**src/tcs_pkg.sv**
```systemverilog
/*
 * Shared constants for the timer channel-1 capture/compare setup block:
 * register offsets, field positions, reset values and the filter table.
 * Assumes an APB master with 32-bit data and byte addresses.
 */
//
// Contract
// - Direction 00 output, 01 input from pin
// - Direction writable only while channel disabled
// - Capture every 1, 2, 4, 8 edges
// - Filter code zero samples input directly
// - Nonzero filter codes select divider and length
// - Enable bit permits captures in input mode
// - Output mode: disabled drives zero, no pad
// - Primary polarity one inverts output reference
// - Polarity pair selects rising, falling, both edges
// - Auxiliary polarity reads zero in output mode
// - Counter 16-bit RW at 0x24, resets zero
// - Capture loads counter, overwriting previous value
package tcs_pkg;

    localparam int          TCS_ADDR_W       = 8;
    localparam int          TCS_DATA_W       = 32;
    localparam int          TCS_REG_W        = 16;

    localparam logic [7:0]  TCS_OFF_MODE     = 8'h18;
    localparam logic [7:0]  TCS_OFF_ENPOL    = 8'h20;
    localparam logic [7:0]  TCS_OFF_COUNT    = 8'h24;
    localparam logic [7:0]  TCS_OFF_CAPT     = 8'h34;

    localparam logic [15:0] TCS_RST_MODE     = 16'h0000;
    localparam logic [15:0] TCS_RST_ENPOL    = 16'h0000;
    localparam logic [15:0] TCS_RST_COUNT    = 16'h0000;
    localparam logic [15:0] TCS_RST_CAPT     = 16'h0000;

    // Mode register fields
    localparam int          TCS_DIR_LSB      = 0;
    localparam int          TCS_PSC_LSB      = 2;
    localparam int          TCS_FLT_LSB      = 4;
    localparam int          TCS_MODE_USED_W  = 8;
    localparam logic [1:0]  TCS_DIR_OUTPUT   = 2'h0;
    localparam logic [1:0]  TCS_DIR_INPUT    = 2'h1;
    localparam logic [3:0]  TCS_FLT_BYPASS   = 4'h0;

    // Enable/polarity register fields
    localparam int          TCS_EN_BIT       = 0;
    localparam int          TCS_POL_BIT      = 1;
    localparam int          TCS_NPOL_BIT     = 3;

    // Edge selection as {auxiliary, primary}
    localparam logic [1:0]  TCS_EDGE_RISE    = 2'h0;
    localparam logic [1:0]  TCS_EDGE_FALL    = 2'h1;
    localparam logic [1:0]  TCS_EDGE_BOTH    = 2'h3;

    localparam int          TCS_DIV_W        = 5;
    localparam int          TCS_LEN_W        = 4;
    localparam logic [3:0]  TCS_LEN_BYPASS   = 4'h1;

    // Sampling divider as log2, indexed by filter code
    localparam logic [2:0]  TCS_FLT_DIV_LOG2 [16] = '{
        3'h0, 3'h0, 3'h0, 3'h0, 3'h1, 3'h1, 3'h2, 3'h2,
        3'h3, 3'h3, 3'h4, 3'h4, 3'h4, 3'h5, 3'h5, 3'h5};

    // Filter length per code, figures kept as given
    localparam logic [3:0]  TCS_FLT_LEN [16] = '{
        4'h1, 4'h2, 4'h4, 4'h8, 4'h6, 4'h8, 4'h6, 4'h8,
        4'h8, 4'h8, 4'h5, 4'h5, 4'h8, 4'h5, 4'h6, 4'h8};

endpackage

```
**src/tcs_filter.sv**
```systemverilog
/*
 * Digital input filter: passes a new level once a run of equal samples
 * reaches the programmed length. Assumes one-cycle sample enables.
 */
`timescale 1ns/1ps
module tcs_filter
    import tcs_pkg::*;
(
    input  wire logic                 clk_sys,
    input  wire logic                 reset,
    input  wire logic                 sample_en,
    input  wire logic                 din,
    input  wire logic [TCS_LEN_W-1:0] len,
    output logic                      dout
);

    logic [TCS_LEN_W-1:0] run_q;
    logic [TCS_LEN_W-1:0] run_d;
    logic                 out_q;
    logic                 out_d;

    always_comb begin
        run_d = run_q;
        out_d = out_q;
        if (sample_en) begin
            if (din == out_q) begin
                run_d = '0;
            end else if (run_q + 4'h1 >= len) begin
                // Run complete: take the new level
                out_d = din;
                run_d = '0;
            end else begin
                run_d = run_q + 4'h1;
            end
        end
    end

    always_ff @(posedge clk_sys) begin
        if (reset) begin
            run_q <= '0;
            out_q <= 1'b0;
        end else begin
            run_q <= run_d;
            out_q <= out_d;
        end
    end

    assign dout = out_q;

endmodule

```
**src/tcs_channel.sv**
```systemverilog
/*
 * Timer channel 1 setup: APB register slave, counter, input filter,
 * edge select, capture divider, capture register and output gating.
 * Assumes APB3 master; pin input synchronous to clk_sys; counter steps
 * come as one-cycle pulses from the timer prescaler outside.
 */
// Chosen here: the APB interface to the registers.
`timescale 1ns/1ps
module tcs_channel
    import tcs_pkg::*;
(
    input  wire logic                  clk_sys,
    input  wire logic                  reset,
    input  wire logic                  psel,
    input  wire logic                  penable,
    input  wire logic                  pwrite,
    input  wire logic [TCS_ADDR_W-1:0] paddr,
    input  wire logic [TCS_DATA_W-1:0] pwdata,
    output logic      [TCS_DATA_W-1:0] prdata,
    output logic                       pready,
    output logic                       pslverr,
    input  wire logic                  count_step,
    input  wire logic                  timer_input_one,
    input  wire logic                  compare_reference_signal,
    output logic                       compare_output_one,
    output logic                       compare_output_enable,
    output logic      [TCS_REG_W-1:0]  counter_value,
    output logic      [TCS_REG_W-1:0]  capture_value,
    output logic                       capture_event
);

    ////////////////////////////////////////////////////////////////////
    // Registers and bus decode

    logic [TCS_MODE_USED_W-1:0] mode_q, mode_d;
    logic                       en_q, en_d;
    logic                       pol_q, pol_d;
    logic                       npol_q, npol_d;
    logic [TCS_REG_W-1:0]       count_q, count_d;
    logic [TCS_REG_W-1:0]       capt_q, capt_d;
    logic [TCS_DATA_W-1:0]      prdata_q, prdata_d;
    logic                       pready_q, pready_d;
    logic                       pslverr_q, pslverr_d;

    logic                       acc_first;
    logic                       wr_commit;
    logic                       hit_mode, hit_enpol, hit_count, hit_capt;
    logic                       mapped;
    logic                       is_input, is_output;
    logic                       capture_fire;
    logic [TCS_REG_W-1:0]       enpol_view;

    // Answer on the second access cycle so read data leave a flop
    assign acc_first = psel && penable && !pready_q;
    assign wr_commit = psel && penable && pready_q && pwrite && !pslverr_q;

    assign hit_mode  = (paddr == TCS_OFF_MODE);
    assign hit_enpol = (paddr == TCS_OFF_ENPOL);
    assign hit_count = (paddr == TCS_OFF_COUNT);
    assign hit_capt  = (paddr == TCS_OFF_CAPT);
    assign mapped    = hit_mode || hit_enpol || hit_count || hit_capt;

    assign is_output = (mode_q[TCS_DIR_LSB +: 2] == TCS_DIR_OUTPUT);
    assign is_input  = (mode_q[TCS_DIR_LSB +: 2] == TCS_DIR_INPUT);

    always_comb begin
        enpol_view               = '0;
        enpol_view[TCS_EN_BIT]   = en_q;
        enpol_view[TCS_POL_BIT]  = pol_q;
        enpol_view[TCS_NPOL_BIT] = npol_q;
    end

    always_comb begin
        pready_d  = acc_first;
        pslverr_d = acc_first && !mapped;
        prdata_d  = prdata_q;
        if (acc_first) begin
            prdata_d = '0;
            if (hit_mode) begin
                prdata_d[TCS_MODE_USED_W-1:0] = mode_q;
            end
            if (hit_enpol) begin
                prdata_d[TCS_REG_W-1:0] = enpol_view;
            end
            if (hit_count) begin
                prdata_d[TCS_REG_W-1:0] = count_q;
            end
            if (hit_capt) begin
                prdata_d[TCS_REG_W-1:0] = capt_q;
            end
        end
    end

    always_comb begin
        mode_d  = mode_q;
        en_d    = en_q;
        pol_d   = pol_q;
        npol_d  = npol_q;
        count_d = count_q;
        capt_d  = capt_q;
        if (count_step) begin
            count_d = count_q + 16'h0001;
        end
        if (capture_fire) begin
            capt_d = count_q;
        end
        if (wr_commit && hit_mode) begin
            mode_d[TCS_MODE_USED_W-1:TCS_PSC_LSB] =
                pwdata[TCS_MODE_USED_W-1:TCS_PSC_LSB];
            // Direction is locked while the channel runs
            if (!en_q) begin
                mode_d[TCS_DIR_LSB +: 2] = pwdata[TCS_DIR_LSB +: 2];
            end
        end
        if (wr_commit && hit_enpol) begin
            en_d   = pwdata[TCS_EN_BIT];
            pol_d  = pwdata[TCS_POL_BIT];
            npol_d = pwdata[TCS_NPOL_BIT];
        end
        // Software write to the counter wins over a step
        if (wr_commit && hit_count) begin
            count_d = pwdata[TCS_REG_W-1:0];
        end
        // Hardware capture wins over a software write
        if (wr_commit && hit_capt && !capture_fire) begin
            capt_d = pwdata[TCS_REG_W-1:0];
        end
        // Forced clear whenever the channel is an output
        if (mode_d[TCS_DIR_LSB +: 2] == TCS_DIR_OUTPUT) begin
            npol_d = 1'b0;
        end
    end

    always_ff @(posedge clk_sys) begin
        if (reset) begin
            mode_q    <= TCS_RST_MODE[TCS_MODE_USED_W-1:0];
            en_q      <= TCS_RST_ENPOL[TCS_EN_BIT];
            pol_q     <= TCS_RST_ENPOL[TCS_POL_BIT];
            npol_q    <= TCS_RST_ENPOL[TCS_NPOL_BIT];
            count_q   <= TCS_RST_COUNT;
            capt_q    <= TCS_RST_CAPT;
            prdata_q  <= '0;
            pready_q  <= 1'b0;
            pslverr_q <= 1'b0;
        end else begin
            mode_q    <= mode_d;
            en_q      <= en_d;
            pol_q     <= pol_d;
            npol_q    <= npol_d;
            count_q   <= count_d;
            capt_q    <= capt_d;
            prdata_q  <= prdata_d;
            pready_q  <= pready_d;
            pslverr_q <= pslverr_d;
        end
    end

    ////////////////////////////////////////////////////////////////////
    // Sampling divider and input filter

    logic [3:0]           flt_code;
    logic [2:0]           div_log2;
    logic [TCS_DIV_W-1:0] div_mask;
    logic [TCS_DIV_W-1:0] div_q, div_d;
    logic                 sample_en;
    logic [TCS_LEN_W-1:0] flt_len;
    logic                 filtered;

    assign flt_code = mode_q[TCS_FLT_LSB +: 4];
    assign div_log2 = TCS_FLT_DIV_LOG2[flt_code];
    assign div_mask = TCS_DIV_W'((6'h01 << div_log2) - 6'h01);

    // Bypass samples every cycle, the dead-time sample rate
    assign sample_en = (flt_code == TCS_FLT_BYPASS) ||
                       ((div_q & div_mask) == div_mask);
    assign flt_len   = (flt_code == TCS_FLT_BYPASS) ? TCS_LEN_BYPASS
                                                    : TCS_FLT_LEN[flt_code];

    always_comb begin
        div_d = div_q + 5'h01;
    end

    always_ff @(posedge clk_sys) begin
        if (reset) begin
            div_q <= '0;
        end else begin
            div_q <= div_d;
        end
    end

    tcs_filter u_filter (
        .clk_sys   (clk_sys),
        .reset     (reset),
        .sample_en (sample_en),
        .din       (timer_input_one),
        .len       (flt_len),
        .dout      (filtered)
    );

    ////////////////////////////////////////////////////////////////////
    // Edge select, capture divider, capture pulse

    logic       filt_prev_q, filt_prev_d;
    logic       rise, fall;
    logic       edge_hit;
    logic [2:0] edge_cnt_q, edge_cnt_d;
    logic [2:0] edge_last;
    logic       cap_evt_q, cap_evt_d;

    assign rise = filtered && !filt_prev_q;
    assign fall = !filtered && filt_prev_q;

    // Reserved pair 10 selects no edge at all
    always_comb begin
        unique case ({npol_q, pol_q})
            TCS_EDGE_RISE: edge_hit = rise;
            TCS_EDGE_FALL: edge_hit = fall;
            TCS_EDGE_BOTH: edge_hit = rise || fall;
            default:       edge_hit = 1'b0;
        endcase
    end

    // Divide by 1, 2, 4 or 8 qualifying edges
    assign edge_last    = 3'((4'h1 << mode_q[TCS_PSC_LSB +: 2]) - 4'h1);
    assign capture_fire = is_input && en_q && edge_hit &&
                          (edge_cnt_q == edge_last);

    always_comb begin
        filt_prev_d = filtered;
        cap_evt_d   = capture_fire;
        edge_cnt_d  = edge_cnt_q;
        if (!en_q || !is_input) begin
            edge_cnt_d = '0;
        end else if (edge_hit) begin
            edge_cnt_d = capture_fire ? 3'h0 : edge_cnt_q + 3'h1;
        end
    end

    always_ff @(posedge clk_sys) begin
        if (reset) begin
            filt_prev_q <= 1'b0;
            edge_cnt_q  <= '0;
            cap_evt_q   <= 1'b0;
        end else begin
            filt_prev_q <= filt_prev_d;
            edge_cnt_q  <= edge_cnt_d;
            cap_evt_q   <= cap_evt_d;
        end
    end

    ////////////////////////////////////////////////////////////////////
    // Output gating

    logic oc_q, oc_d;
    logic oc_en_q, oc_en_d;

    // Input or reserved direction keeps the pad released
    always_comb begin
        oc_d    = 1'b0;
        oc_en_d = 1'b0;
        if (is_output && en_q) begin
            oc_d    = compare_reference_signal ^ pol_q;
            oc_en_d = 1'b1;
        end
    end

    always_ff @(posedge clk_sys) begin
        if (reset) begin
            oc_q    <= 1'b0;
            oc_en_q <= 1'b0;
        end else begin
            oc_q    <= oc_d;
            oc_en_q <= oc_en_d;
        end
    end

    assign compare_output_one    = oc_q;
    assign compare_output_enable = oc_en_q;
    assign counter_value         = count_q;
    assign capture_value         = capt_q;
    assign capture_event         = cap_evt_q;
    assign prdata                = prdata_q;
    assign pready                = pready_q;
    assign pslverr               = pslverr_q;

endmodule

```
**config.mk**
```make
export PLATFORM = sky130hd
export DESIGN_NAME = tcs_channel
export DESIGN_NICKNAME = d
export VERILOG_FILES = /design/src/tcs_pkg.sv /design/src/tcs_filter.sv /design/src/tcs_channel.sv
export SDC_FILE = /design/constraint.sdc
export NUM_CORES = 1
export LEC_CHECK = 0
export BUFFER_PORTS_ARGS = -buffer_cell sky130_fd_sc_hd__buf_2
export CORE_MARGIN = 8
export CORE_UTILIZATION = 53
export CTS_CLUSTER_DIAMETER = 200
export DETAILED_ROUTE_END_ITERATION = 6
export PLACE_DENSITY = 0.81
export SLEW_MARGIN = 0
export SYNTH_ARGS = -nofsm -noshare
export SYNTH_HDL_FRONTEND = slang
export SYNTH_HIERARCHICAL = 1
export SYNTH_SLANG_ARGS = --single-unit
```
**constraint.sdc**
```tcl
create_clock -name clk_sys -period 2.8 [get_ports clk_sys]
set_input_delay 0.14 -clock clk_sys [delete_from_list [all_inputs] [get_ports clk_sys]]
set_output_delay 0.14 -clock clk_sys [all_outputs]
set_load 0.02 [all_outputs]
```
Word level (Yosys, flattened, before mapping) --
Memory sizes are Yosys's and may differ from the RTL's. Index checks and enable logic that the tools add are counted.
Word-level totals: flip-flop bits (word level) 78, ROM bits 112, input bits 48, word-level logic and storage cells 106, memories 2
Memories:
- (no name shown) | depth 16, width 4, read ports 1, clocked after Yosys merged registers in 0, write ports 0, RTL line tcs_channel.sv:177 | : TCS_FLT_LEN[flt_code];
- (no name shown) | depth 16, width 3, read ports 1, clocked after Yosys merged registers in 0, write ports 0, RTL line tcs_channel.sv:170 | assign div_log2 = TCS_FLT_DIV_LOG2[flt_code];
Operators by class: $add $sub $neg 6, order comparisons 2, equality and inequality tests 10, shift operators 2, muxes and demuxes 20, bitwise logic cells 5, reduce and logical (&&, ||, !) cells 41
Operators by type and width (number):
- $mux 16 | 6
- $eq 8x6->1 const B | 3
- $mux 4 | 5
- $logic_and 1x1->1 | 17
- $add 16x1->16 const B | 1
- $mux 8 | 2
- $mux 3 | 3
- $eq 8x5->1 const B | 1
- $logic_not 1->1 | 8
- $logic_not 2->1 | 3
- $logic_or 1x1->1 | 6
- $reduce_or 2->1 | 3
- $add 5x1->5 const B | 1
- $and 5x5->5 | 1
- $eq 5x5->1 | 1
- $ge 5x5->1 const B | 1
- $not 4->5 | 1
- $shl 1x3->5 const A | 1
- $sub 5x1->5 const B | 1
- $add 4x1->4 const B | 1
- $eq 2x1->1 const B | 2
- $ge 4x4->1 | 1
- $logic_not 4->1 | 1
- $mux 2 | 2
- 12 further kinds | 14

Longest topological paths before layout --
depth after elaboration 10, gate-level depth with buffers 13, mapped depth without buffers 13

Hierarchy --
Netlist, hierarchy kept.
Modules (own cells, without submodules):
- tcs_channel | instances 1, cells an instance 466, area each 3839.9 um^2, sequential area each 1461.4 um^2
- tcs_filter | instances 1, cells an instance 39, area each 341.6 um^2, sequential area each 100.1 um^2

Worst setup path after synthesis --
Ideal clock, no wire load.
kind flip-flop to flip-flop, start point register mode_q[5], end point register u_filter.out_q (netlist: u_filter/dout), setup time 115 ps, arrival time 2155 ps, required time 2685 ps, slack 531 ps, cell stages (with the launch flop) 13, path buffers 0, cell sequence dfxtp_1 > inv_1 > ha_1 > nand2_1 > o21ai_0 > a22o_1 > a21oi_1 > inv_1 > ha_1 > a21oi_1 > o21ai_1 > and3_1 > o21ba_1
On the way: elaborated cells between the ends (all ways) 16, those cells by class add/sub: 1; order compare: 1; eq/ne: 1; shift: 1; mux: 5; bitwise: 2; reduce/logical: 3; memory: 2
RTL lines:
- start: declaration | RTL line tcs_channel.sv:35 | logic [TCS_MODE_USED_W-1:0] mode_q, mode_d;
- start signal: assignment | RTL line tcs_channel.sv:136 | mode_q <= TCS_RST_MODE[TCS_MODE_USED_W-1:0];
- start signal: assignment | RTL line tcs_channel.sv:146 | mode_q <= mode_d;
- $not 4->5 (not written as such) | RTL line tcs_channel.sv:177
- $mem_v2 16x4
- $mux 4 (not written as such) (2 in a row) | RTL line tcs_channel.sv:177
- $mux 4 * | RTL line tcs_channel.sv:176 | assign flt_len = (flt_code == TCS_FLT_BYPASS) ? TCS_LEN_BYPASS
- net flt_len[3] | RTL line tcs_channel.sv:166 | logic [TCS_LEN_W-1:0] flt_len;
- $ge 4x4->1 * | RTL line tcs_filter.sv:28 | end else if (run_q + 4'h1 >= len) begin
- $reduce_and 3->1 (no source line) *
- end signal: assignment | RTL line tcs_filter.sv:44 | out_q <= out_d;
- end: declaration | RTL line tcs_filter.sv:19 | logic out_q;
The timed path passes the listed nets; every way through them passes the cells marked *. The select of a mux whose other input is x is not followed. A chain may end at the register's enable or synchronous reset.

Worst setup path in the final report --
start point register mode_q[4], end point register u_filter.out_q (netlist: u_filter/dout)
The elaborated chain is that of the path after synthesis.

==> results.json <==
{
  "route.antenna.remaining_nets": 0,
  "die_width_um": 105,
  "clock-skew-final_ps": 10.9,
  "ys_types": 58,
  "period_minus_slack_ps": 2490,
  "post_cts_resize_count": 0,
  "p_leak_nw": 2.03,
  "synth.cell_area_um2": 4180,
  "overflow": 0,
  "placementRows": 32,
  "globalRouteTotalUtil": 0.199,
  "synth-edff-count": 0,
  "clkLatencyLatePin_ps": 360,
  "cap_viol_max_count": 0,
  "peakVddDrop_uv": 249,
  "clockBufferDepth": 2,
  "global_route_wire_length_before_repair_mm": 18.4,
  "synth.yosys.seq_area_share": 0.373,
  "grt_max_degree": 43,
  "async_reset_ff_frac": 0,
  "cts_max_level": 3,
  "die_area_um2": 11000,
  "synthMostInstantiatedCell": "dfxtp_1",
  "worst_r2r_endpoint": "u_filter/dout",
  "synth_instances": 505,
  "cts_tree": "built",
  "tritoncts_buffers": 9,
  "worst_pin_slew_ps": 800,
  "report.final.setup_viol": 0,
  "final_core_util": 0.620,
  "netlist_top_cells_count": "dfxtp_1 (78), nor2_1 (72), nand2_1 (67)",
  "initial_antenna_violation_count": 0,
  "ctsHoldBuffers": 0,
  "ys_warn_count": 6,
  "nets": 642,
  "r2r-start": "mode_q[4]",
  "layout_worst_path_cycle_share": 0.888,
  "post-place-ws_ps": 375,
  "setup-tns-final_ps": 0,
  "final_max_slew_violation_count": 0,
  "finalPower_w": 0.00207,
  "post_route_drc": 0,
  "multiInputGateArea_um2": 2370,
  "setup.worst_path.end_class": "flop",
  "grt_most_used_layer": "met2",
  "timing.critical_path.arrival_ps": 2740,
  "setup_fix_bufs_post_cts": 0,
  "slew-limit-headroom": 0.467,
  "numClockSinks": 78,
  "place.detailed.hpwl_mm": 8.09,
  "initial_utilization": 0.544,
  "core-area_um2": 7690,
  "grt_use_met2": 0.337,
  "worst-r2r-setup-slack_ps": 310,
  "worst-path-max-fanout": 7,
  "upper_clock_frequency_limit_ghz": 0.402,
  "worst-r2r-cell-count": 12,
  "area_growth_pct": 13.9,
  "dpl-instance-area_um2": 4580,
  "critical_path_launch_point_type": "flop",
  "post_route_cells_drive_above_1_share": 0.211,
  "routedWlPerCell_um": 16.0,
  "gpl.final_weighted_congestion": 0.859,
  "critPathKind": "flop to flop",
  "fillCellCount": 712,
  "worstSetupStartpoint": "mode_q[4]",
  "seqCellArea_um2": 1560,
  "syn_avg_cell_area_um2": 8.28,
  "synth_area_leader_cell": "dfxtp_1",
  "clock-root-buffer": "clkbuf_8",
  "gr-usage-met3": 0.0448,
  "crit_path_end": "u_filter/dout",
  "use_met1": 0.234,
  "drt_pre_antenna_iters": 5,
  "timing.final.ws_setup_ps": 314,
  "dr_total_vias": 3807,
  "number_of_synthesized_register_bits": 78,
  "insertedDiodeCount": 0,
  "drt-total-wl_mm": 11.0,
  "first_iter_violations": 191,
  "clk_pin_slew_ps": 90,
  "portBuffers": 84,
  "hold_path_class": "input pin to flop",
  "top_cells_by_area_synth": "dfxtp_1 (37%), nor2_1 (6.5%), nand2_1 (6.0%)",
  "status": "finished clean",
  "ys_dominant_reg_cell": "dfxtp_1",
  "worst_ep_required_time_ps": 3050,
  "grt_pass1_vias": 3904,
  "fin_area_um2": 4760,
  "route.detailed.vias_per_inst": 5.55,
  "unrepaired_setup_endpoints_after_global_routing": "false",
  "fp.dieH_um": 105,
  "power.density_nw_per_um2": 434,
  "yosysTopAreaCellShare": 0.373,
  "finalHoldViolations": 0,
  "io_pins": 117
}
[state kept, by name (all words and copies together), names as in the netlist]
signal,flops
capture_value,16
compare_output_one,1
pready,1
u_filter/dout,1
mode_q,8
prdata,16
u_filter/run_q,4
edge_cnt_q,3
pslverr,1
capture_event,1
compare_output_enable,1
pol_q,1
npol_q,1
en_q,1
filt_prev_q,1
counter_value,16
div_q,5
[metrics by stage]
stage / hold slack [ps] / instances
5_1_grt: 52.3 / 686
2_1_floorplan: 209 / 520
6_report: 49.4 / 686
4_1_cts: 32.9 / 686
3_3_place_gp: 424 / 670
3_5_place_dp: 427 / 670
[how the worst min path moves through the flow]
stage	end	from	depth (start not counted)	slack, ps
2_1_floorplan	u_filter/run_q[0]	reset	1	210
3_3_place_gp	capture_value[9]	pwdata[9]	3	420
3_5_place_dp	capture_value[11]	pwdata[11]	3	430
4_1_cts	capture_value[11]	pwdata[11]	3	30
5_1_grt	capture_value[11]	pwdata[11]	3	50
6_report	capture_value[11]	pwdata[11]	3	50
[metal layers]
metal | routed length (um) | share of wire
met1 | 4640 | 0.42
met2 | 5390 | 0.49
met3 | 751 | 0.068
met4 | 233 | 0.021
met5 | 0 | 0
[placed cells by master, fill, tap and decap left out, types with 14 or more instances in the layout]
cell / Yosys / routed
o21ai_0: 17 / 17
xor2_1: 15 / 15
nor2_1: 72 / 72
ha_1: 15 / 15
conb_1: 1 / 16
mux2i_1: 14 / 14
buf_2: 3 / 84
nand2_1: 67 / 67
nand3_1: 17 / 17
inv_1: 15 / 15
a211oi_1: 16 / 16
a21oi_1: 23 / 23
a311oi_1: 16 / 16
dfxtp_1: 78 / 78
[cells by family after synthesis]
kind of cell	after synthesis	synth area share
other	1	0.000897
xor gates and xnor gates	26	0.0563
DFF	78	0.373
buffers and inverters	57	0.0745
muxes	20	0.0497
and+or+nand+nor	207	0.234
adders and majority gates	15	0.0449
AOI/OAI and AO/OA	101	0.166
[area by class of cell]
type / count / share of cell area
Inverter: 15 / 0.0118
Clock buffer: 9 / 0.0260
Sequential cell: 78 / 0.328
Tap cell: 102 / 0.0268
Clock inverter: 7 / 0.0121
Timing Repair Buffer: 90 / 0.0977
Multi-Input combinational cell: 385 / 0.498
[where the power goes]
part           internal (W)  switching [W]
registers           0.00112      0.0000123
logic             0.0000468      0.0000999
clock network      0.000331       0.000461
[worst max-delay path, stage by stage (launching register included)]
cell and delay (ps):
dfxtp_1 440, inv_1 100, ha_1 300, nand2_1 60, o21ai_0 80, a22o_1 250
a21oi_1 120, inv_1 60, ha_1 300, a21oi_1 180, o21ai_1 110, and3_1 190
o21ba_1 180
Note: power is estimated with default switching activity, not from simulation.
